[src/logic/psp_pkg.sv]
package psp_pkg;

  // apb word offsets, one aligned word per register
  localparam int unsigned ADDR_W = 8;
  localparam logic [ADDR_W-1:0] OFS_DATA_PINS = 8'h00;
  localparam logic [ADDR_W-1:0] OFS_DATA_LATCH = 8'h04;
  localparam logic [ADDR_W-1:0] OFS_DATA_DIR = 8'h08;
  localparam logic [ADDR_W-1:0] OFS_CTRL_DS = 8'h0C;
  localparam logic [ADDR_W-1:0] OFS_CTRL_LATCH = 8'h10;
  localparam logic [ADDR_W-1:0] OFS_CTRL_PINS = 8'h14;
  localparam logic [ADDR_W-1:0] OFS_ANALOG = 8'h18;

  // widths
  localparam int unsigned DATA_W = 8;
  localparam int unsigned CTRL_W = 3;
  localparam int unsigned WORD_W = 32;

  // ctrl_port_direction_status field positions
  localparam int unsigned BIT_IBF = 7;
  localparam int unsigned BIT_OBF = 6;
  localparam int unsigned BIT_INPUT_OVERRUN_FLAG = 5;
  localparam int unsigned BIT_MODE = 4;
  localparam int unsigned BIT_DIR_MSB = 2;
  localparam int unsigned BIT_DIR_LSB = 0;

  // control pin roles in slave-port mode
  localparam int unsigned PIN_RD = 0;
  localparam int unsigned PIN_WR = 1;
  localparam int unsigned PIN_CS = 2;

  // reset values
  localparam logic [DATA_W-1:0] RST_DATA_DIR = 8'hFF;
  localparam logic [DATA_W-1:0] RST_DATA_LATCH = 8'h00;
  localparam logic [CTRL_W-1:0] RST_CTRL_DIR = 3'h7;
  localparam logic [CTRL_W-1:0] RST_CTRL_LATCH = 3'h0;
  localparam logic [CTRL_W-1:0] RST_ANALOG = 3'h7;
  localparam logic [CTRL_W-1:0] RST_CTRL_IDLE = 3'h7;

  // slave-port strobes as seen after synchronisation, all active low
  typedef struct packed {
    logic cs_n;
    logic wr_n;
    logic rd_n;
  } strobe_t;

  // slave-port events
  typedef struct packed {
    logic wr_start;
    logic rd_start;
    logic rd_active;
  } psp_evt_t;

endpackage

[src/logic/pin_sync.sv]
// two-flop synchroniser, one pair per bit
module pin_sync #(
  parameter int unsigned WIDTH = 1,
  parameter logic [WIDTH-1:0] RST_VAL = '0
) (
  input wire logic i_clk,
  input wire logic i_rst_b,
  input wire logic [WIDTH-1:0] i_async,
  output logic [WIDTH-1:0] o_sync
);

  logic [WIDTH-1:0] meta_r;
  logic [WIDTH-1:0] sync_r;

  genvar b;
  generate
    for (b = 0; b < WIDTH; b++) begin : g_bit
      // meta_r feeds sync_r only
      always_ff @(posedge i_clk or negedge i_rst_b) begin
        if (!i_rst_b) begin
          meta_r[b] <= RST_VAL[b];
          sync_r[b] <= RST_VAL[b];
        end else begin
          meta_r[b] <= i_async[b];
          sync_r[b] <= meta_r[b];
        end
      end
    end
  endgenerate

  assign o_sync = sync_r;

endmodule

[src/logic/port_de_slave_port_control.sv]
// Contract
// - three control pins, each with direction bit
// - direction 1 makes control pin an input
// - direction 0 drives pin from its latch
// - latch readable, returns latch not pins
// - analog-selected control pin reads as zero
// - direction still rules pins in analog use
// - reset makes all control pins analog
// - data pins are gpio or slave byte
// - direction register also holds slave-port bits
// - low read strobe with select reads data
// - low write strobe with select writes data
// - chip select low selects, high deselects
// - bit6 set until external side reads output
// - bit5 set on overrun, software clears it
// - bit3 unimplemented, reads zero
// - mode bit turns control pins into strobes
// - write starts at first select and strobe low
// - read starts at first select and strobe low
module port_de_slave_port_control (
  input wire logic I_CORE_CLK,
  input wire logic I_RST_B,
  input wire logic i_PSEL,
  input wire logic i_PENABLE,
  input wire logic i_PWRITE,
  input wire logic [psp_pkg::ADDR_W-1:0] i_PADDR,
  input wire logic [psp_pkg::WORD_W-1:0] i_PWDATA,
  input wire logic [3:0] i_PSTRB,
  output logic [psp_pkg::WORD_W-1:0] o_PRDATA,
  output logic o_PREADY,
  output logic o_PSLVERR,
  input wire logic [psp_pkg::DATA_W-1:0] i_DATA_PIN,
  output logic [psp_pkg::DATA_W-1:0] o_DATA_PIN,
  output logic [psp_pkg::DATA_W-1:0] o_DATA_OE,
  input wire logic [psp_pkg::CTRL_W-1:0] i_CTRL_PIN,
  output logic [psp_pkg::CTRL_W-1:0] o_CTRL_PIN,
  output logic [psp_pkg::CTRL_W-1:0] o_CTRL_OE
);

  // data port state
  logic [psp_pkg::DATA_W-1:0] latch_d_r;
  logic [psp_pkg::DATA_W-1:0] dir_d_r;
  logic [psp_pkg::DATA_W-1:0] inbuf_r;

  // control port and slave-port status
  logic [psp_pkg::CTRL_W-1:0] dir_e_r;
  logic [psp_pkg::CTRL_W-1:0] latch_e_r;
  logic [psp_pkg::CTRL_W-1:0] analog_r;
  logic ibf_r;
  logic obf_r;
  logic input_overrun_flag_r;
  logic mode_r;

  // bus response
  logic pready_r;
  logic pslverr_r;
  logic [psp_pkg::WORD_W-1:0] prdata_r;

  // pin outputs
  logic [psp_pkg::DATA_W-1:0] data_out_r;
  logic [psp_pkg::DATA_W-1:0] data_oe_r;
  logic [psp_pkg::CTRL_W-1:0] ctrl_out_r;
  logic [psp_pkg::CTRL_W-1:0] ctrl_oe_r;

  // synchronised pins and slave-port events
  logic [psp_pkg::DATA_W-1:0] data_sync;
  logic [psp_pkg::CTRL_W-1:0] ctrl_sync;
  psp_pkg::strobe_t strobe;
  psp_pkg::psp_evt_t evt;

  // bus decode
  logic apb_done;
  logic wr_en;
  logic rd_done;
  logic lane0;
  logic sel_data_pins;
  logic sel_data_latch;
  logic sel_data_dir;
  logic sel_ctrl_ds;
  logic sel_ctrl_latch;
  logic sel_ctrl_pins;
  logic sel_analog;
  logic mapped;
  logic [psp_pkg::WORD_W-1:0] rd_word;
  logic [psp_pkg::DATA_W-1:0] status_byte;
  logic [psp_pkg::CTRL_W-1:0] ctrl_read;
  logic cpu_data_write;

  // both pin groups are asynchronous to the core clock; two flops per
  // bit add two cycles to every pin read and strobe, which the external
  // bus covers by holding its data steady that long
  pin_sync #(
    .WIDTH(psp_pkg::DATA_W),
    .RST_VAL(psp_pkg::RST_DATA_LATCH)
  ) u_data_sync (
    .i_clk(I_CORE_CLK),
    .i_rst_b(I_RST_B),
    .i_async(i_DATA_PIN),
    .o_sync(data_sync)
  );

  // control pins idle high so strobes look inactive out of reset
  pin_sync #(
    .WIDTH(psp_pkg::CTRL_W),
    .RST_VAL(psp_pkg::RST_CTRL_IDLE)
  ) u_ctrl_sync (
    .i_clk(I_CORE_CLK),
    .i_rst_b(I_RST_B),
    .i_async(i_CTRL_PIN),
    .o_sync(ctrl_sync)
  );

  // control pins become the strobes while the mode bit is set; while
  // it is clear the detector is held off, so port traffic starts nothing
  assign strobe.cs_n = ctrl_sync[psp_pkg::PIN_CS];
  assign strobe.wr_n = ctrl_sync[psp_pkg::PIN_WR];
  assign strobe.rd_n = ctrl_sync[psp_pkg::PIN_RD];

  // one edge detector per strobe kind; each start event lasts one cycle, rd_active lasts as long as the read
  psp_strobe_detect u_detect (
    .i_clk(I_CORE_CLK),
    .i_rst_b(I_RST_B),
    .i_enable(mode_r),
    .i_strobe(strobe),
    .o_evt(evt)
  );

  // one wait state: pready rises at the end of the first access cycle, the
  // transfer completes at the edge that samples it high; writes and
  // read side effects act on that edge only. a write whose low byte
  // lane is off is dropped without an error, since every register
  // lives in that lane
  assign apb_done = i_PSEL & i_PENABLE & pready_r;
  assign lane0 = i_PSTRB[0];
  assign wr_en = apb_done & i_PWRITE & lane0 & mapped;
  assign rd_done = apb_done & ~i_PWRITE;

  // address decode; only whole word addresses match, so an unaligned
  // address falls through to the error response
  assign sel_data_pins = (i_PADDR == psp_pkg::OFS_DATA_PINS);
  assign sel_data_latch = (i_PADDR == psp_pkg::OFS_DATA_LATCH);
  assign sel_data_dir = (i_PADDR == psp_pkg::OFS_DATA_DIR);
  assign sel_ctrl_ds = (i_PADDR == psp_pkg::OFS_CTRL_DS);
  assign sel_ctrl_latch = (i_PADDR == psp_pkg::OFS_CTRL_LATCH);
  assign sel_ctrl_pins = (i_PADDR == psp_pkg::OFS_CTRL_PINS);
  assign sel_analog = (i_PADDR == psp_pkg::OFS_ANALOG);
  assign mapped = sel_data_pins | sel_data_latch | sel_data_dir |
                  sel_ctrl_ds | sel_ctrl_latch | sel_ctrl_pins |
                  sel_analog;

  // a cpu write to the data port lands in the output latch
  assign cpu_data_write = wr_en & (sel_data_pins | sel_data_latch);

  // status byte; bit 3 is left as zero. the flags share the word with
  // the direction bits so one read shows both; the read-only flags
  // are never loaded from the bus, so writes to them have no effect
  always_comb begin
    status_byte = '0;
    status_byte[psp_pkg::BIT_IBF] = ibf_r;
    status_byte[psp_pkg::BIT_OBF] = obf_r;
    status_byte[psp_pkg::BIT_INPUT_OVERRUN_FLAG] = input_overrun_flag_r;
    status_byte[psp_pkg::BIT_MODE] = mode_r;
    status_byte[psp_pkg::BIT_DIR_MSB:psp_pkg::BIT_DIR_LSB] = dir_e_r;
  end

  // analog-selected pins read as zero
  assign ctrl_read = ctrl_sync & ~analog_r;

  // read mux; narrow registers sit in the low bits and the rest read
  // zero. latch words return the latch rather than the pins, so a
  // read-modify-write never copies an input level into a latch
  always_comb begin
    rd_word = '0;
    if (sel_data_pins) begin
      // slave mode returns the received byte, else the pin levels
      rd_word[psp_pkg::DATA_W-1:0] = mode_r ? inbuf_r : data_sync;
    end else if (sel_data_latch) begin
      rd_word[psp_pkg::DATA_W-1:0] = latch_d_r;
    end else if (sel_data_dir) begin
      rd_word[psp_pkg::DATA_W-1:0] = dir_d_r;
    end else if (sel_ctrl_ds) begin
      rd_word[psp_pkg::DATA_W-1:0] = status_byte;
    end else if (sel_ctrl_latch) begin
      rd_word[psp_pkg::CTRL_W-1:0] = latch_e_r;
    end else if (sel_ctrl_pins) begin
      rd_word[psp_pkg::CTRL_W-1:0] = ctrl_read;
    end else if (sel_analog) begin
      rd_word[psp_pkg::CTRL_W-1:0] = analog_r;
    end
  end

  // apb handshake and registered read data; the word is captured in
  // the first access cycle and shown for one cycle with pready, which
  // keeps the read mux off the bus's output path at the cost of a
  // fixed wait state on every transfer
  always_ff @(posedge I_CORE_CLK or negedge I_RST_B) begin
    if (!I_RST_B) begin
      pready_r <= 1'b0;
      pslverr_r <= 1'b0;
      prdata_r <= '0;
    end else if (i_PSEL & i_PENABLE & ~pready_r) begin
      pready_r <= 1'b1;
      pslverr_r <= ~mapped;
      prdata_r <= i_PWRITE ? '0 : rd_word;
    end else begin
      pready_r <= 1'b0;
      pslverr_r <= 1'b0;
      prdata_r <= '0;
    end
  end

  // data port latch and direction
  always_ff @(posedge I_CORE_CLK or negedge I_RST_B) begin
    if (!I_RST_B) begin
      latch_d_r <= psp_pkg::RST_DATA_LATCH;
      dir_d_r <= psp_pkg::RST_DATA_DIR;
    end else begin
      if (cpu_data_write) begin
        latch_d_r <= i_PWDATA[psp_pkg::DATA_W-1:0];
      end
      if (wr_en & sel_data_dir) begin
        dir_d_r <= i_PWDATA[psp_pkg::DATA_W-1:0];
      end
    end
  end

  // control port latch, direction, mode and analog selection; the
  // direction bits keep their value while the mode bit is set, so
  // clearing it restores the earlier pin setup. software should
  // release the pins before setting the mode, or the port's own drive
  // still in the synchronisers can look like a strobe
  always_ff @(posedge I_CORE_CLK or negedge I_RST_B) begin
    if (!I_RST_B) begin
      latch_e_r <= psp_pkg::RST_CTRL_LATCH;
      dir_e_r <= psp_pkg::RST_CTRL_DIR;
      analog_r <= psp_pkg::RST_ANALOG;
      mode_r <= 1'b0;
    end else begin
      if (wr_en & (sel_ctrl_latch | sel_ctrl_pins)) begin
        latch_e_r <= i_PWDATA[psp_pkg::CTRL_W-1:0];
      end
      if (wr_en & sel_ctrl_ds) begin
        dir_e_r <= i_PWDATA[psp_pkg::BIT_DIR_MSB:psp_pkg::BIT_DIR_LSB];
        mode_r <= i_PWDATA[psp_pkg::BIT_MODE];
      end
      if (wr_en & sel_analog) begin
        analog_r <= i_PWDATA[psp_pkg::CTRL_W-1:0];
      end
    end
  end

  // received byte is taken at the start of an external write; an
  // overrun keeps the unread byte rather than losing it silently;
  // the byte passes the same two flops as the strobes, so they line up
  always_ff @(posedge I_CORE_CLK or negedge I_RST_B) begin
    if (!I_RST_B) begin
      inbuf_r <= psp_pkg::RST_DATA_LATCH;
    end else if (evt.wr_start & ~ibf_r) begin
      inbuf_r <= data_sync;
    end
  end

  // input word pending: set on receive, cleared by a cpu data read;
  // a receive in the same cycle as that read wins, so a new byte is
  // never reported as already taken
  always_ff @(posedge I_CORE_CLK or negedge I_RST_B) begin
    if (!I_RST_B) begin
      ibf_r <= 1'b0;
    end else if (evt.wr_start) begin
      ibf_r <= 1'b1;
    end else if (rd_done & sel_data_pins & mode_r) begin
      ibf_r <= 1'b0;
    end
  end

  // output word pending: set by a cpu write in slave mode, cleared
  // when the external side starts its read; a set in the same cycle
  // wins so a fresh word is never reported as taken
  always_ff @(posedge I_CORE_CLK or negedge I_RST_B) begin
    if (!I_RST_B) begin
      obf_r <= 1'b0;
    end else if (cpu_data_write & mode_r) begin
      obf_r <= 1'b1;
    end else if (evt.rd_start) begin
      obf_r <= 1'b0;
    end
  end

  // overrun: write while a byte is still unread; software clears it
  // by writing zero to the bit, and a new overrun beats that clear
  always_ff @(posedge I_CORE_CLK or negedge I_RST_B) begin
    if (!I_RST_B) begin
      input_overrun_flag_r <= 1'b0;
    end else if (evt.wr_start & ibf_r) begin
      input_overrun_flag_r <= 1'b1;
    end else if (wr_en & sel_ctrl_ds & ~i_PWDATA[psp_pkg::BIT_INPUT_OVERRUN_FLAG]) begin
      input_overrun_flag_r <= 1'b0;
    end
  end

  // data pin drivers: in slave mode the latch drives only during a
  // selected external read, otherwise each direction bit decides;
  // the drive lingers a few cycles after the strobes rise, since
  // their release has to pass the synchronisers too
  always_ff @(posedge I_CORE_CLK or negedge I_RST_B) begin
    if (!I_RST_B) begin
      data_out_r <= psp_pkg::RST_DATA_LATCH;
      data_oe_r <= '0;
    end else begin
      data_out_r <= latch_d_r;
      if (mode_r) begin
        data_oe_r <= {psp_pkg::DATA_W{evt.rd_active}};
      end else begin
        data_oe_r <= ~dir_d_r;
      end
    end
  end

  // control pin drivers; slave mode forces them to inputs since they
  // carry the strobes, analog selection does not override direction;
  // keeping an analog pin an input is left to software
  always_ff @(posedge I_CORE_CLK or negedge I_RST_B) begin
    if (!I_RST_B) begin
      ctrl_out_r <= psp_pkg::RST_CTRL_LATCH;
      ctrl_oe_r <= '0;
    end else begin
      ctrl_out_r <= latch_e_r;
      ctrl_oe_r <= ~dir_e_r & {psp_pkg::CTRL_W{~mode_r}};
    end
  end

  assign o_PRDATA = prdata_r;
  assign o_PREADY = pready_r;
  assign o_PSLVERR = pslverr_r;
  assign o_DATA_PIN = data_out_r;
  assign o_DATA_OE = data_oe_r;
  assign o_CTRL_PIN = ctrl_out_r;
  assign o_CTRL_OE = ctrl_oe_r;

endmodule

[src/logic/psp_strobe_detect.sv]
// finds the first cycle of a qualified slave-port read or write
module psp_strobe_detect (
  input wire logic i_clk,
  input wire logic i_rst_b,
  input wire logic i_enable,
  input wire psp_pkg::strobe_t i_strobe,
  output psp_pkg::psp_evt_t o_evt
);

  logic wr_act;
  logic rd_act;
  logic wr_prev_r;
  logic rd_prev_r;

  // qualified strobes: chip select low together with the strobe low
  assign wr_act = i_enable & ~i_strobe.cs_n & ~i_strobe.wr_n;
  assign rd_act = i_enable & ~i_strobe.cs_n & ~i_strobe.rd_n;

  // history for edge detection; a held strobe starts one access only
  always_ff @(posedge i_clk or negedge i_rst_b) begin
    if (!i_rst_b) begin
      wr_prev_r <= 1'b0;
      rd_prev_r <= 1'b0;
    end else begin
      wr_prev_r <= wr_act;
      rd_prev_r <= rd_act;
    end
  end

  assign o_evt.wr_start = wr_act & ~wr_prev_r;
  assign o_evt.rd_start = rd_act & ~rd_prev_r;
  assign o_evt.rd_active = rd_act;

endmodule
[config.mk]
export PLATFORM = sky130hd
export DESIGN_NAME = port_de_slave_port_control
export DESIGN_NICKNAME = d
export VERILOG_FILES = /design/src/logic/psp_pkg.sv /design/src/logic/pin_sync.sv /design/src/logic/port_de_slave_port_control.sv /design/src/logic/psp_strobe_detect.sv
export SDC_FILE = /design/constraint.sdc
export NUM_CORES = 1
export LEC_CHECK = 0
export ABC_AREA = 1
export BUFFER_PORTS_ARGS = -buffer_cell sky130_fd_sc_hd__buf_4
export CORE_ASPECT_RATIO = 1.75
export CORE_MARGIN = 2
export CORE_UTILIZATION = 27
export DETAILED_ROUTE_END_ITERATION = 12
export PLACE_DENSITY = 0.57
export SKIP_LAST_GASP = 1
export SLEW_MARGIN = 20
export SYNTH_ARGS = -nofsm -noshare
export SYNTH_HDL_FRONTEND = slang
export SYNTH_SLANG_ARGS = --single-unit
export TNS_END_PERCENT = 5
[constraint.sdc]
create_clock -name I_CORE_CLK -period 1.9 [get_ports I_CORE_CLK]
set_input_delay 0.38 -clock I_CORE_CLK [delete_from_list [all_inputs] [get_ports I_CORE_CLK]]
set_output_delay 0.38 -clock I_CORE_CLK [all_outputs]
set_load 0.02 [all_outputs]
==> flow_metrics.py, run 1 <==
metrics = {
    "status": {
        "outcome": "complete, no violations",
    },
    "power_and_ir_drop": {
        "vdd_drop_max_uv": 580,
        "p_total_mw": 4.19,
        "power.density_mw_per_mm2": 848,
        "cellLeakagePower_nw": 2.30,
    },
    "setup_path": {
        "slowest_delay_ps": 450,
        "worstPathArrival_ps": 1840,
        "end_kind": "flop",
        "crit_chain": "nor4_2 > nand2_1 > o21ai_0",
        "rrSetupSlack_ps": 320,
        "critPathMaxFanout": 16,
        "cp-endpoint": "inbuf_r[6]",
        "startpoint": "u_ctrl_sync.o_sync[2]",
        "slowest_stage": "nor4_2",
        "regToRegStartpoint": "u_ctrl_sync.o_sync[2]",
        "worst_r2r_path_depth": 3,
        "r2r_end": "inbuf_r[6]",
        "start_kind": "flop",
        "critPathKind": "reg -> reg",
        "worstPathRequired_ps": 2160,
    },
    "drt": {
        "vias_per_cell": 4.17,
        "route.detailed.wl_per_inst_um": 13.3,
        "drtAntennaViolNets": 0,
        "routed_wl_mm": 8.62,
        "drc_errors": 0,
        "drtIter0Drc": 112,
        "vias": 2709,
        "drt_pass1_iterations": 4,
    },
    "yosys": {
        "ys_ff_latch": 93,
        "synth-seq-area-share": 0.619,
        "yosysWarnings": 0,
        "synth.avg_cell_area_um2": 10.2,
        "syn_area_mm2": 0.00380,
        "syn_inst": 371,
        "yosysUniqueCellTypes": 32,
    },
    "placement": {
        "numPortBuffers": 64,
        "dp_slack_ps": -10.5,
        "place_congestion": 0.876,
        "post-dp-hpwl_mm": 6.61,
    },
    "layout": {
        "final_cell_mix": "buf_4, nand2_1, dfrtp_1, inv_1, o21ai_0",
        "area_growth_pct": 30.0,
        "diodes": 0,
        "fillers": 1433,
        "nets": 528,
        "layout_commonest_cell": "buf_4",
        "final_layout_size_suffix_gt1_frac": 0.330,
    },
    "clocking": {
        "cts_buffers": 9,
        "cts_tree": "yes",
        "clock_sinks": 93,
        "clk_latency_ps": 350,
        "root_buffer": "clkbuf_16",
        "clkTransAtPathRegs_ps": 60,
        "cts_resized": 0,
        "clockBufferDepth": 2,
        "h-tree-depth": 3,
    },
    "global_route": {
        "track_usage": 0.120,
        "grt_pass1_vias": 2656,
        "grt_pass1_wl_mm": 13.8,
        "grt_max_degree": 42,
        "grtUsageMet2": 0.217,
        "met1_usage": 0.131,
        "grt-busiest-layer": "met2",
        "met3_usage": 0.0266,
        "grt_overflow": 0,
        "antenna_found_initial": 0,
    },
    "run": {
        "drv_cap": 0,
    },
    "floorplan": {
        "dieWidth_um": 93.7,
        "core_area_mm2": 0.0138,
        "start_util": 0.275,
        "io_pins": 116,
        "die_area_mm2": 0.0151,
        "std_cell_rows": 57,
        "die_y_um": 161,
    },
    "sta": {
        "skew_ps": 7.03,
        "fmax_mhz": 633,
        "hold_viol": 0,
        "setup_violations": 0,
        "fin_ws_ps": 321,
        "grt_setup_unrepaired": "false",
        "post-route-period-util": 0.831,
        "fin_setup_tns_ps": 0,
        "min_period_ps": 1580,
        "maxSlewViolCount": 0,
    },
    "min_path": {
        "worstHoldPathType": "in -> reg",
    },
}
per-layer routing:
metal  routed length (µm)  part of all wire  up-vias
met2                 4900              0.57       80
met3                  384             0.045       13
met5                    0                 0        -
met1                 3120              0.36     1269
met4                  214             0.025        0
li1                     -                 -     1347
worst max-delay path: cells and delay by family, from the launching register on:
family,cells,cell delay [ps]
DFF,1,400
and+or+nand+nor,2,830
AOI/OAI and AO/OA,1,270
state kept, by name, summed over array words and instances (netlist names), 3 cells and up:
signal	flops
dir_d_r	8
inbuf_r	8
latch_d_r	8
o_DATA_OE	8
o_DATA_PIN	8
o_PRDATA	8
u_data_sync.meta_r	8
u_data_sync.o_sync	8
analog_r	3
dir_e_r	3
latch_e_r	3
o_CTRL_OE	3
o_CTRL_PIN	3
u_ctrl_sync.meta_r	3
u_ctrl_sync.o_sync	3
final cells by class:
| cell class | instances | area [µm²] | area share |
|---|---|---|---|
| inverter | 41 | 154 | 0.0311 |
| sequential | 93 | 2350 | 0.476 |
| multi-input combinational | 230 | 1160 | 0.236 |
| timing repair buffer | 93 | 726 | 0.147 |
| clock buffer | 11 | 243 | 0.0491 |
| clock inverter | 5 | 83.8 | 0.0170 |
| tap | 177 | 221 | 0.0448 |
repair_timing:
action / 4_1_cts / 5_1_grt
endpoints found under the hold margin: 18 / 0
hold buffers: 1 / 0
buffers inserted: 0 / 0
cells by family (layout without fill, tap and decap cells):
group / count (synthesis) / after routing / share of synthesized area
other cells: 1 / 24 / 0.000986
compound gates: 80 / 80 / 0.128
flops: 93 / 93 / 0.619
simple gates: 126 / 126 / 0.155
buf+inv: 71 / 150 / 0.0977
Yosys cell counts:
master	number	area [µm²]
a211oi_1	1	7.51
a21oi_1	13	65.1
a21oi_2	1	8.76
a22oi_1	3	22.5
a31oi_1	2	12.5
buf_4	24	180
buf_6	2	22.5
clkbuf_1	4	15.0
clkinv_1	1	3.75
conb_1	1	3.75
dfrtp_1	73	1830
dfstp_2	20	526
inv_1	39	146
inv_2	1	3.75
nand2_1	73	274
nand3_1	15	75.1
nand3_2	2	20.0
nand3_4	2	35.0
nand4_1	3	18.8
nor2_1	18	67.6
nor2_2	2	12.5
nor2_4	3	33.8
nor3_1	3	15.0
nor4_1	2	12.5
nor4_2	1	12.5
o211ai_1	1	7.51
o21ai_0	37	185
o21ai_1	6	30.0
o21ai_2	14	123
o21ai_4	1	16.3
o21bai_1	1	7.51
or2_2	2	12.5
stage by stage:
| stage | cells | hold WS, ps | util | cell area (µm²) |
|---|---|---|---|---|
| 4_1_cts | 650 | 130 | 0.357 | 4940 |
| 3_5_place_dp | 633 | 336 | 0.333 | 4610 |
| 5_1_grt | 650 | 124 | 0.357 | 4940 |
| 3_3_place_gp | 633 | 336 | 0.333 | 4610 |
| 2_1_floorplan | 394 | 84.4 | - | 3890 |
| 6_report | 650 | 137 | 0.357 | 4940 |
worst min path at each step:
stage,endpoint,start,cells after the start
6_report,u_data_sync.meta_r[0],i_DATA_PIN[0],1
5_1_grt,u_data_sync.meta_r[0],i_DATA_PIN[0],1
4_1_cts,u_data_sync.meta_r[0],i_DATA_PIN[0],1
3_5_place_dp,u_data_sync.o_sync[2],u_data_sync.meta_r[2],0
3_3_place_gp,u_data_sync.o_sync[1],u_data_sync.meta_r[1],0
2_1_floorplan,ibf_r,I_RST_B,0
power by group:
group	switching [mW]	total [mW]	internal, mW
Sequential	0.0103	2.02	2.01
Clock	0.746	1.94	1.19
Combinational	0.154	0.232	0.0778
Total	0.911	4.19	3.28
Power figures use the tool's default switching activity.
==> inputs of run 2 (changes only) <==
ABC_AREA = 0   (was 1)
PLACE_DENSITY = 0.58   (was 0.57)
clock period = 1.6 ns   (was 1.9 ns; I/O delays follow)
==> run 2 against run 1 <==
  * The run now ends with setup timing left
  * Utilization is 0.52 points higher
  * Clock power increased by 2%
  * Final cell count shrank 16%
  * Via count shrank 15%
  * Critical endpoint is now analog_r[2]
  * Largest cell class unchanged
  * Largest power group unchanged
==> flow_metrics.py, run 2 <==
metrics = {
    "layout": {
        "diodes": 0,
        "fillers": 1300,
        "area_growth_pct": 31.6,
        "final_cell_mix": "buf_4, dfrtp_1, mux2_2, conb_1, dfstp_2",
        "layout.cells.non_filler": 543,
        "layout_commonest_cell": "buf_4",
        "nets": 424,
        "final_layout_size_suffix_gt1_frac": 0.480,
        "fin_area_mm2": 0.00485,
    },
    "floorplan": {
        "start_util": 0.275,
        "std_cell_rows": 56,
        "die_area_mm2": 0.0146,
        "dieWidth_um": 92.3,
        "die_y_um": 159,
        "core_area_mm2": 0.0134,
        "io_pins": 116,
    },
    "setup_path": {
        "r2r_end": "latch_d_r[6]",
        "start_kind": "input pin",
        "rrSetupSlack_ps": -160,
        "worstPathRequired_ps": 1870,
        "critPathTopFamily": "simple AND/OR/NAND/NOR gates",
        "regToRegStartpoint": "o_PREADY",
        "crit_chain": "buf_6 > or2_1 > or4_4 > buf_6 > or4_4 > mux2_4",
        "slowest_delay_ps": 510,
        "end_kind": "flop",
        "critPathKind": "in -> reg",
        "critPathMaxFanout": 3,
        "path_buf_inv": 2,
        "slowest_stage": "or4_4",
        "worstPathArrival_ps": 2060,
        "worst_r2r_path_depth": 5,
    },
    "sta": {
        "setup_violations": 42,
        "skew_ps": 9.45,
        "min_period_ps": 1790,
        "maxSlewViolCount": 0,
        "hold_viol": 0,
        "post-route-period-util": 1.12,
        "fmax_mhz": 559,
        "fin_setup_tns_ps": -4040,
        "fin_ws_ps": -190,
        "grt_setup_unrepaired": "true",
    },
    "yosys": {
        "synthTopCellsByArea": "dfrtp_1, dfstp_2, mux2_2, buf_4, mux2i_1",
        "synth_edf_count": 0,
        "synth_top_area_frac": 0.496,
        "syn_inst": 269,
        "syn_area_mm2": 0.00369,
        "synth_top_area_cell": "dfrtp_1",
        "synth-main-ff-cell": "dfrtp_1",
        "yosysWarnings": 0,
        "yosysMostFrequentCell": "dfrtp_1",
        "synthTopCellsByCount": "dfrtp_1, mux2_2, buf_4, dfstp_2, o21ai_0",
        "ys_ff_latch": 93,
        "synth.avg_cell_area_um2": 13.7,
        "synth-seq-area-share": 0.638,
        "synthArstFlopShare": 1.00,
        "yosysUniqueCellTypes": 41,
    },
    "clocking": {
        "cts_setup_buffers": 0,
        "clock_sinks": 93,
        "cts_buffers": 9,
        "clockBufferDepth": 2,
        "h-tree-depth": 3,
        "cts_tree": "yes",
        "clk_latency_ps": 340,
        "root_buffer": "clkbuf_16",
        "clkTransAtPathRegs_ps": 70,
    },
    "placement": {
        "numPortBuffers": 64,
        "place_inst": 526,
        "place_congestion": 0.816,
        "place_area_mm2": 0.00451,
        "post-dp-hpwl_mm": 6.27,
    },
    "drt": {
        "routed_wl_mm": 8.26,
        "drtAntennaViolNets": 0,
        "vias": 2310,
        "vias_per_cell": 4.25,
        "drtIter0Drc": 93,
        "drt_pass1_iterations": 4,
        "route.detailed.wl_per_inst_um": 15.2,
        "drc_errors": 0,
    },
    "status": {
        "violations": "setup timing",
        "outcome": "finished with violations",
    },
    "power_and_ir_drop": {
        "vdd_drop_max_uv": 464,
        "p_total_mw": 4.71,
        "power.density_mw_per_mm2": 971,
        "cellLeakagePower_nw": 2.23,
    },
    "run": {
        "drv_cap": 0,
    },
    "min_path": {
        "min_to": "u_data_sync.meta_r[3]",
        "hold_depth": 1,
        "min_from": "i_DATA_PIN[3]",
        "worstHoldPathType": "in -> reg",
    },
    "global_route": {
        "grt_overflow": 0,
        "grt_pass1_vias": 2393,
        "grt_pass1_wl_mm": 12.8,
        "antenna_found_initial": 0,
        "grt_max_degree": 45,
        "track_usage": 0.118,
    },
}
run 2: cell count changes after synthesis, moves of 5 or more:
cell	previous run	this run
nand2_1	73	11
inv_1	39	6
mux2_2	0	33
o21ai_0	37	14
o21ai_2	14	0
nand3_1	15	4
nor2_1	18	9
mux2i_1	0	7
o21ai_1	6	0
nand2b_1	0	5
run 2: through the flow:
stage / hold slack (ps) / util / worst slack (ps)
5_1_grt: 66.9 / 0.363 / -210
3_3_place_gp: 217 / 0.337 / -592
2_1_floorplan: 24.4 / - / -438
3_5_place_dp: 220 / 0.337 / -620
4_1_cts: 63.9 / 0.361 / -184
6_report: 80.9 / 0.363 / -190
run 2: metal layers:
metal	share of wire	vias up	GRT usage
li1	-	1073	-
met1	0.39	1151	0.132
met2	0.54	74	0.210
met3	0.047	12	0.0298
met4	0.022	0	0.0526
met5	0	-	0
run 2: where the power goes:
group          internal, mW  leakage (nW)  total, mW  switching (mW)
combinational         0.124         0.985      0.314           0.190
sequential             2.39          1.12       2.41          0.0166
clock                  1.08         0.132       1.98           0.905
total                  3.60          2.23       4.71            1.11
run 2: layout make-up:
cell class,instances,area (µm²),share of cell area
flip-flops and latches,93,2350,0.485
inverters,6,22.5,0.00464
clock inverters,6,52.6,0.0108
multi-input cells,158,1210,0.249
clock buffers,10,229,0.0472
repair buffers,96,772,0.159
well taps,174,218,0.0449
run 2: how the worst max path moves through the flow:
stage	start	end	slack (ps)	cells past startpoint
after floorplan	i_PADDR[1]	analog_r[0]	-440	5
after global placement	i_PADDR[1]	mode_r	-590	5
after detailed placement	i_PADDR[1]	mode_r	-620	5
final	i_PADDR[1]	analog_r[2]	-190	6
after global routing	i_PADDR[1]	analog_r[0]	-210	6
after CTS	i_PADDR[1]	analog_r[2]	-180	6
run 2: logic make-up (layout without fill, tap and decap cells):
group	count (synthesis)	after routing	synth area share
flops	93	93	0.638
mux	49	49	0.156
simple gates	49	49	0.0760
buf+inv	41	118	0.0682
compound gates	36	36	0.0601
other cells	1	24	0.00102
run 2: timing repair:
action	CTS	global route
gates cloned	0	0
setup endpoints to repair	40	44
hold endpoints to repair	13	0
hold buffers	1	0
resized for setup	6	4
pin swaps	2	1
==> inputs of run 3 (changes only) <==
PLACE_DENSITY = 0.59   (was 0.58)
==> run 3 against run 2 <==
  * First-iteration DRC count up 11%
  * The flow still finishes with violations (setup timing)
  * Via count up 1.8%
  * Utilization up 0.19 points
  * Die area unchanged
  * Critical path depth unchanged
  * Maximum frequency up 0.29%
  * Wire length up 0.41%
  * Worst hold slack worse by 5.6 ps
  * Total power up 7.9%
  * Combinational power down 1%
  * Clock power up 19%
==> flow_metrics.py, run 3 (same netlist as run 2, synthesis figures left out) <==
metrics = {
    "status": {
        "outcome": "finished with violations",
        "violations": "setup timing",
    },
    "drt": {
        "route.detailed.wl_per_inst_um": 15.2,
        "met2_length_mm": 4.44,
        "vias_per_cell": 4.31,
        "drtAntennaViolNets": 0,
        "drc_errors": 0,
        "top_layer_used": "met4",
        "vias": 2351,
        "routed_wl_mm": 8.29,
        "drtIter0Drc": 103,
        "wl_met3_um": 385,
        "drt_pass1_iterations": 4,
        "met1Wirelength_mm": 3.24,
    },
    "layout": {
        "nets": 426,
        "layout_commonest_cell": "buf_4",
        "final_cell_mix": "buf_4, dfrtp_1, mux2_2, conb_1, dfstp_2",
        "final_layout_size_suffix_gt1_frac": 0.482,
        "fillers": 1308,
        "fin_area_mm2": 0.00488,
        "fin_util": 0.364,
        "area_growth_pct": 32.3,
        "layout.cells.non_filler": 545,
        "diodes": 0,
    },
    "setup_path": {
        "start_kind": "input pin",
        "critPathTopFamily": "simple AND/OR/NAND/NOR gates",
        "startpoint": "i_PADDR[1]",
        "slowest_delay_ps": 510,
        "crit_chain": "buf_6 > or2_1 > or4_4 > buf_6 > or4_4 > mux2_4",
        "critPathKind": "in -> reg",
        "worstPathRequired_ps": 1880,
        "critPathMaxFanout": 3,
        "regToRegStartpoint": "o_PREADY",
        "worstPathArrival_ps": 2060,
        "path_buf_inv": 2,
        "worst_r2r_path_depth": 5,
        "end_kind": "flop",
        "r2r_end": "latch_d_r[7]",
        "slowest_stage": "or4_4",
        "rrSetupSlack_ps": -110,
    },
    "placement": {
        "post-dp-hpwl_mm": 6.18,
        "place_area_mm2": 0.00450,
        "place_inst": 528,
        "numPortBuffers": 64,
        "place_congestion": 0.807,
        "dp_slack_ps": -619,
    },
    "clocking": {
        "clockBufferDepth": 2,
        "clkTransAtPathRegs_ps": 70,
        "cts_buffers": 9,
        "cts_setup_buffers": 0,
        "clock_sinks": 93,
        "cts_tree": "yes",
        "root_buffer": "clkbuf_16",
        "h-tree-depth": 3,
        "clk_latency_ps": 350,
    },
    "sta": {
        "setup_violations": 43,
        "whs_ps": 75.3,
        "fin_ws_ps": -185,
        "min_period_ps": 1780,
        "maxSlewViolCount": 0,
        "hold_viol": 0,
        "grt_setup_unrepaired": "true",
        "fin_setup_tns_ps": -3320,
        "fmax_mhz": 560,
        "post-route-period-util": 1.12,
        "skew_ps": 5.91,
    },
    "global_route": {
        "antenna_found_initial": 0,
        "track_usage": 0.119,
        "grt_pass1_wl_mm": 12.7,
        "grt_pass1_vias": 2350,
        "grt_overflow": 0,
        "grt_max_degree": 34,
    },
    "floorplan": {
        "core_area_mm2": 0.0134,
        "start_util": 0.275,
        "io_pins": 116,
        "std_cell_rows": 56,
        "die_area_mm2": 0.0146,
        "dieWidth_um": 92.3,
        "die_y_um": 159,
    },
    "power_and_ir_drop": {
        "vdd_drop_max_uv": 446,
        "power.density_mw_per_mm2": 1040,
        "cellLeakagePower_nw": 2.26,
        "p_total_mw": 5.08,
    },
    "min_path": {
        "min_to": "u_data_sync.meta_r[6]",
        "min_from": "i_DATA_PIN[6]",
        "worstHoldPathType": "in -> reg",
        "hold_depth": 1,
    },
    "run": {
        "drv_cap": 0,
    },
}
## run 3: changes by cell type in the layout (fill, tap and decap cells not counted)
cell / previous run / this run
buf_4: 89 / 93
buf_12: 3 / 1
bufinv_16: 0 / 2
clkinvlp_4: 2 / 0
clkbuf_1: 1 / 0
clkinv_1: 0 / 1
inv_6: 3 / 2
inv_8: 1 / 2
mux2_2: 32 / 33
mux2_4: 4 / 3
nor4_2: 1 / 2
nor4_4: 1 / 0
## run 3: worst max-delay path by stage
stage                       end  depth (start not counted)
floorplan           analog_r[0]                          5
global placement         mode_r                          5
detailed placement       mode_r                          5
CTS                 analog_r[0]                          6
global route        analog_r[0]                          6
finish              analog_r[0]                          6
## run 3: what timing repair did
item                                    4_1_cts  5_1_grt
hold buffers                                  1        0
endpoints found under the setup margin       43       44
pin swaps                                     1        0
endpoints found under the hold margin        15        0
gates resized for setup                       4        4
cloned                                        0        0
## run 3: worst reg2reg max path, stage by stage, from the launching register on
cell and delay, ps:
dfrtp_1 390, nand3_4 110, or4_4 520, nor2_4 120
buf_6 140, mux2_2 330
## run 3: per-layer routing
metal | vias to the layer above | track usage
met5 | - | 0
met4 | 0 | 0.0718
met3 | 11 | 0.0199
met2 | 83 | 0.203
met1 | 1175 | 0.138
li1 | 1082 | -
## run 3: final cells by class
type                            instances  area, µm²  area share
Multi-Input combinational cell        158       1190       0.245
Timing Repair Buffer                   98        762       0.156
Clock buffer                            9        225      0.0462
Tap cell                              174        218      0.0446
Clock inverter                          7        104      0.0213
Inverter                                6       22.5     0.00462
Sequential cell                        93       2350       0.482
## run 3: power by group
part / total [mW] / internal [mW] / switching [mW]
Combinational: 0.310 / 0.121 / 0.188
Clock: 2.36 / 1.40 / 0.967
Sequential: 2.41 / 2.39 / 0.0159
Total: 5.08 / 3.91 / 1.17
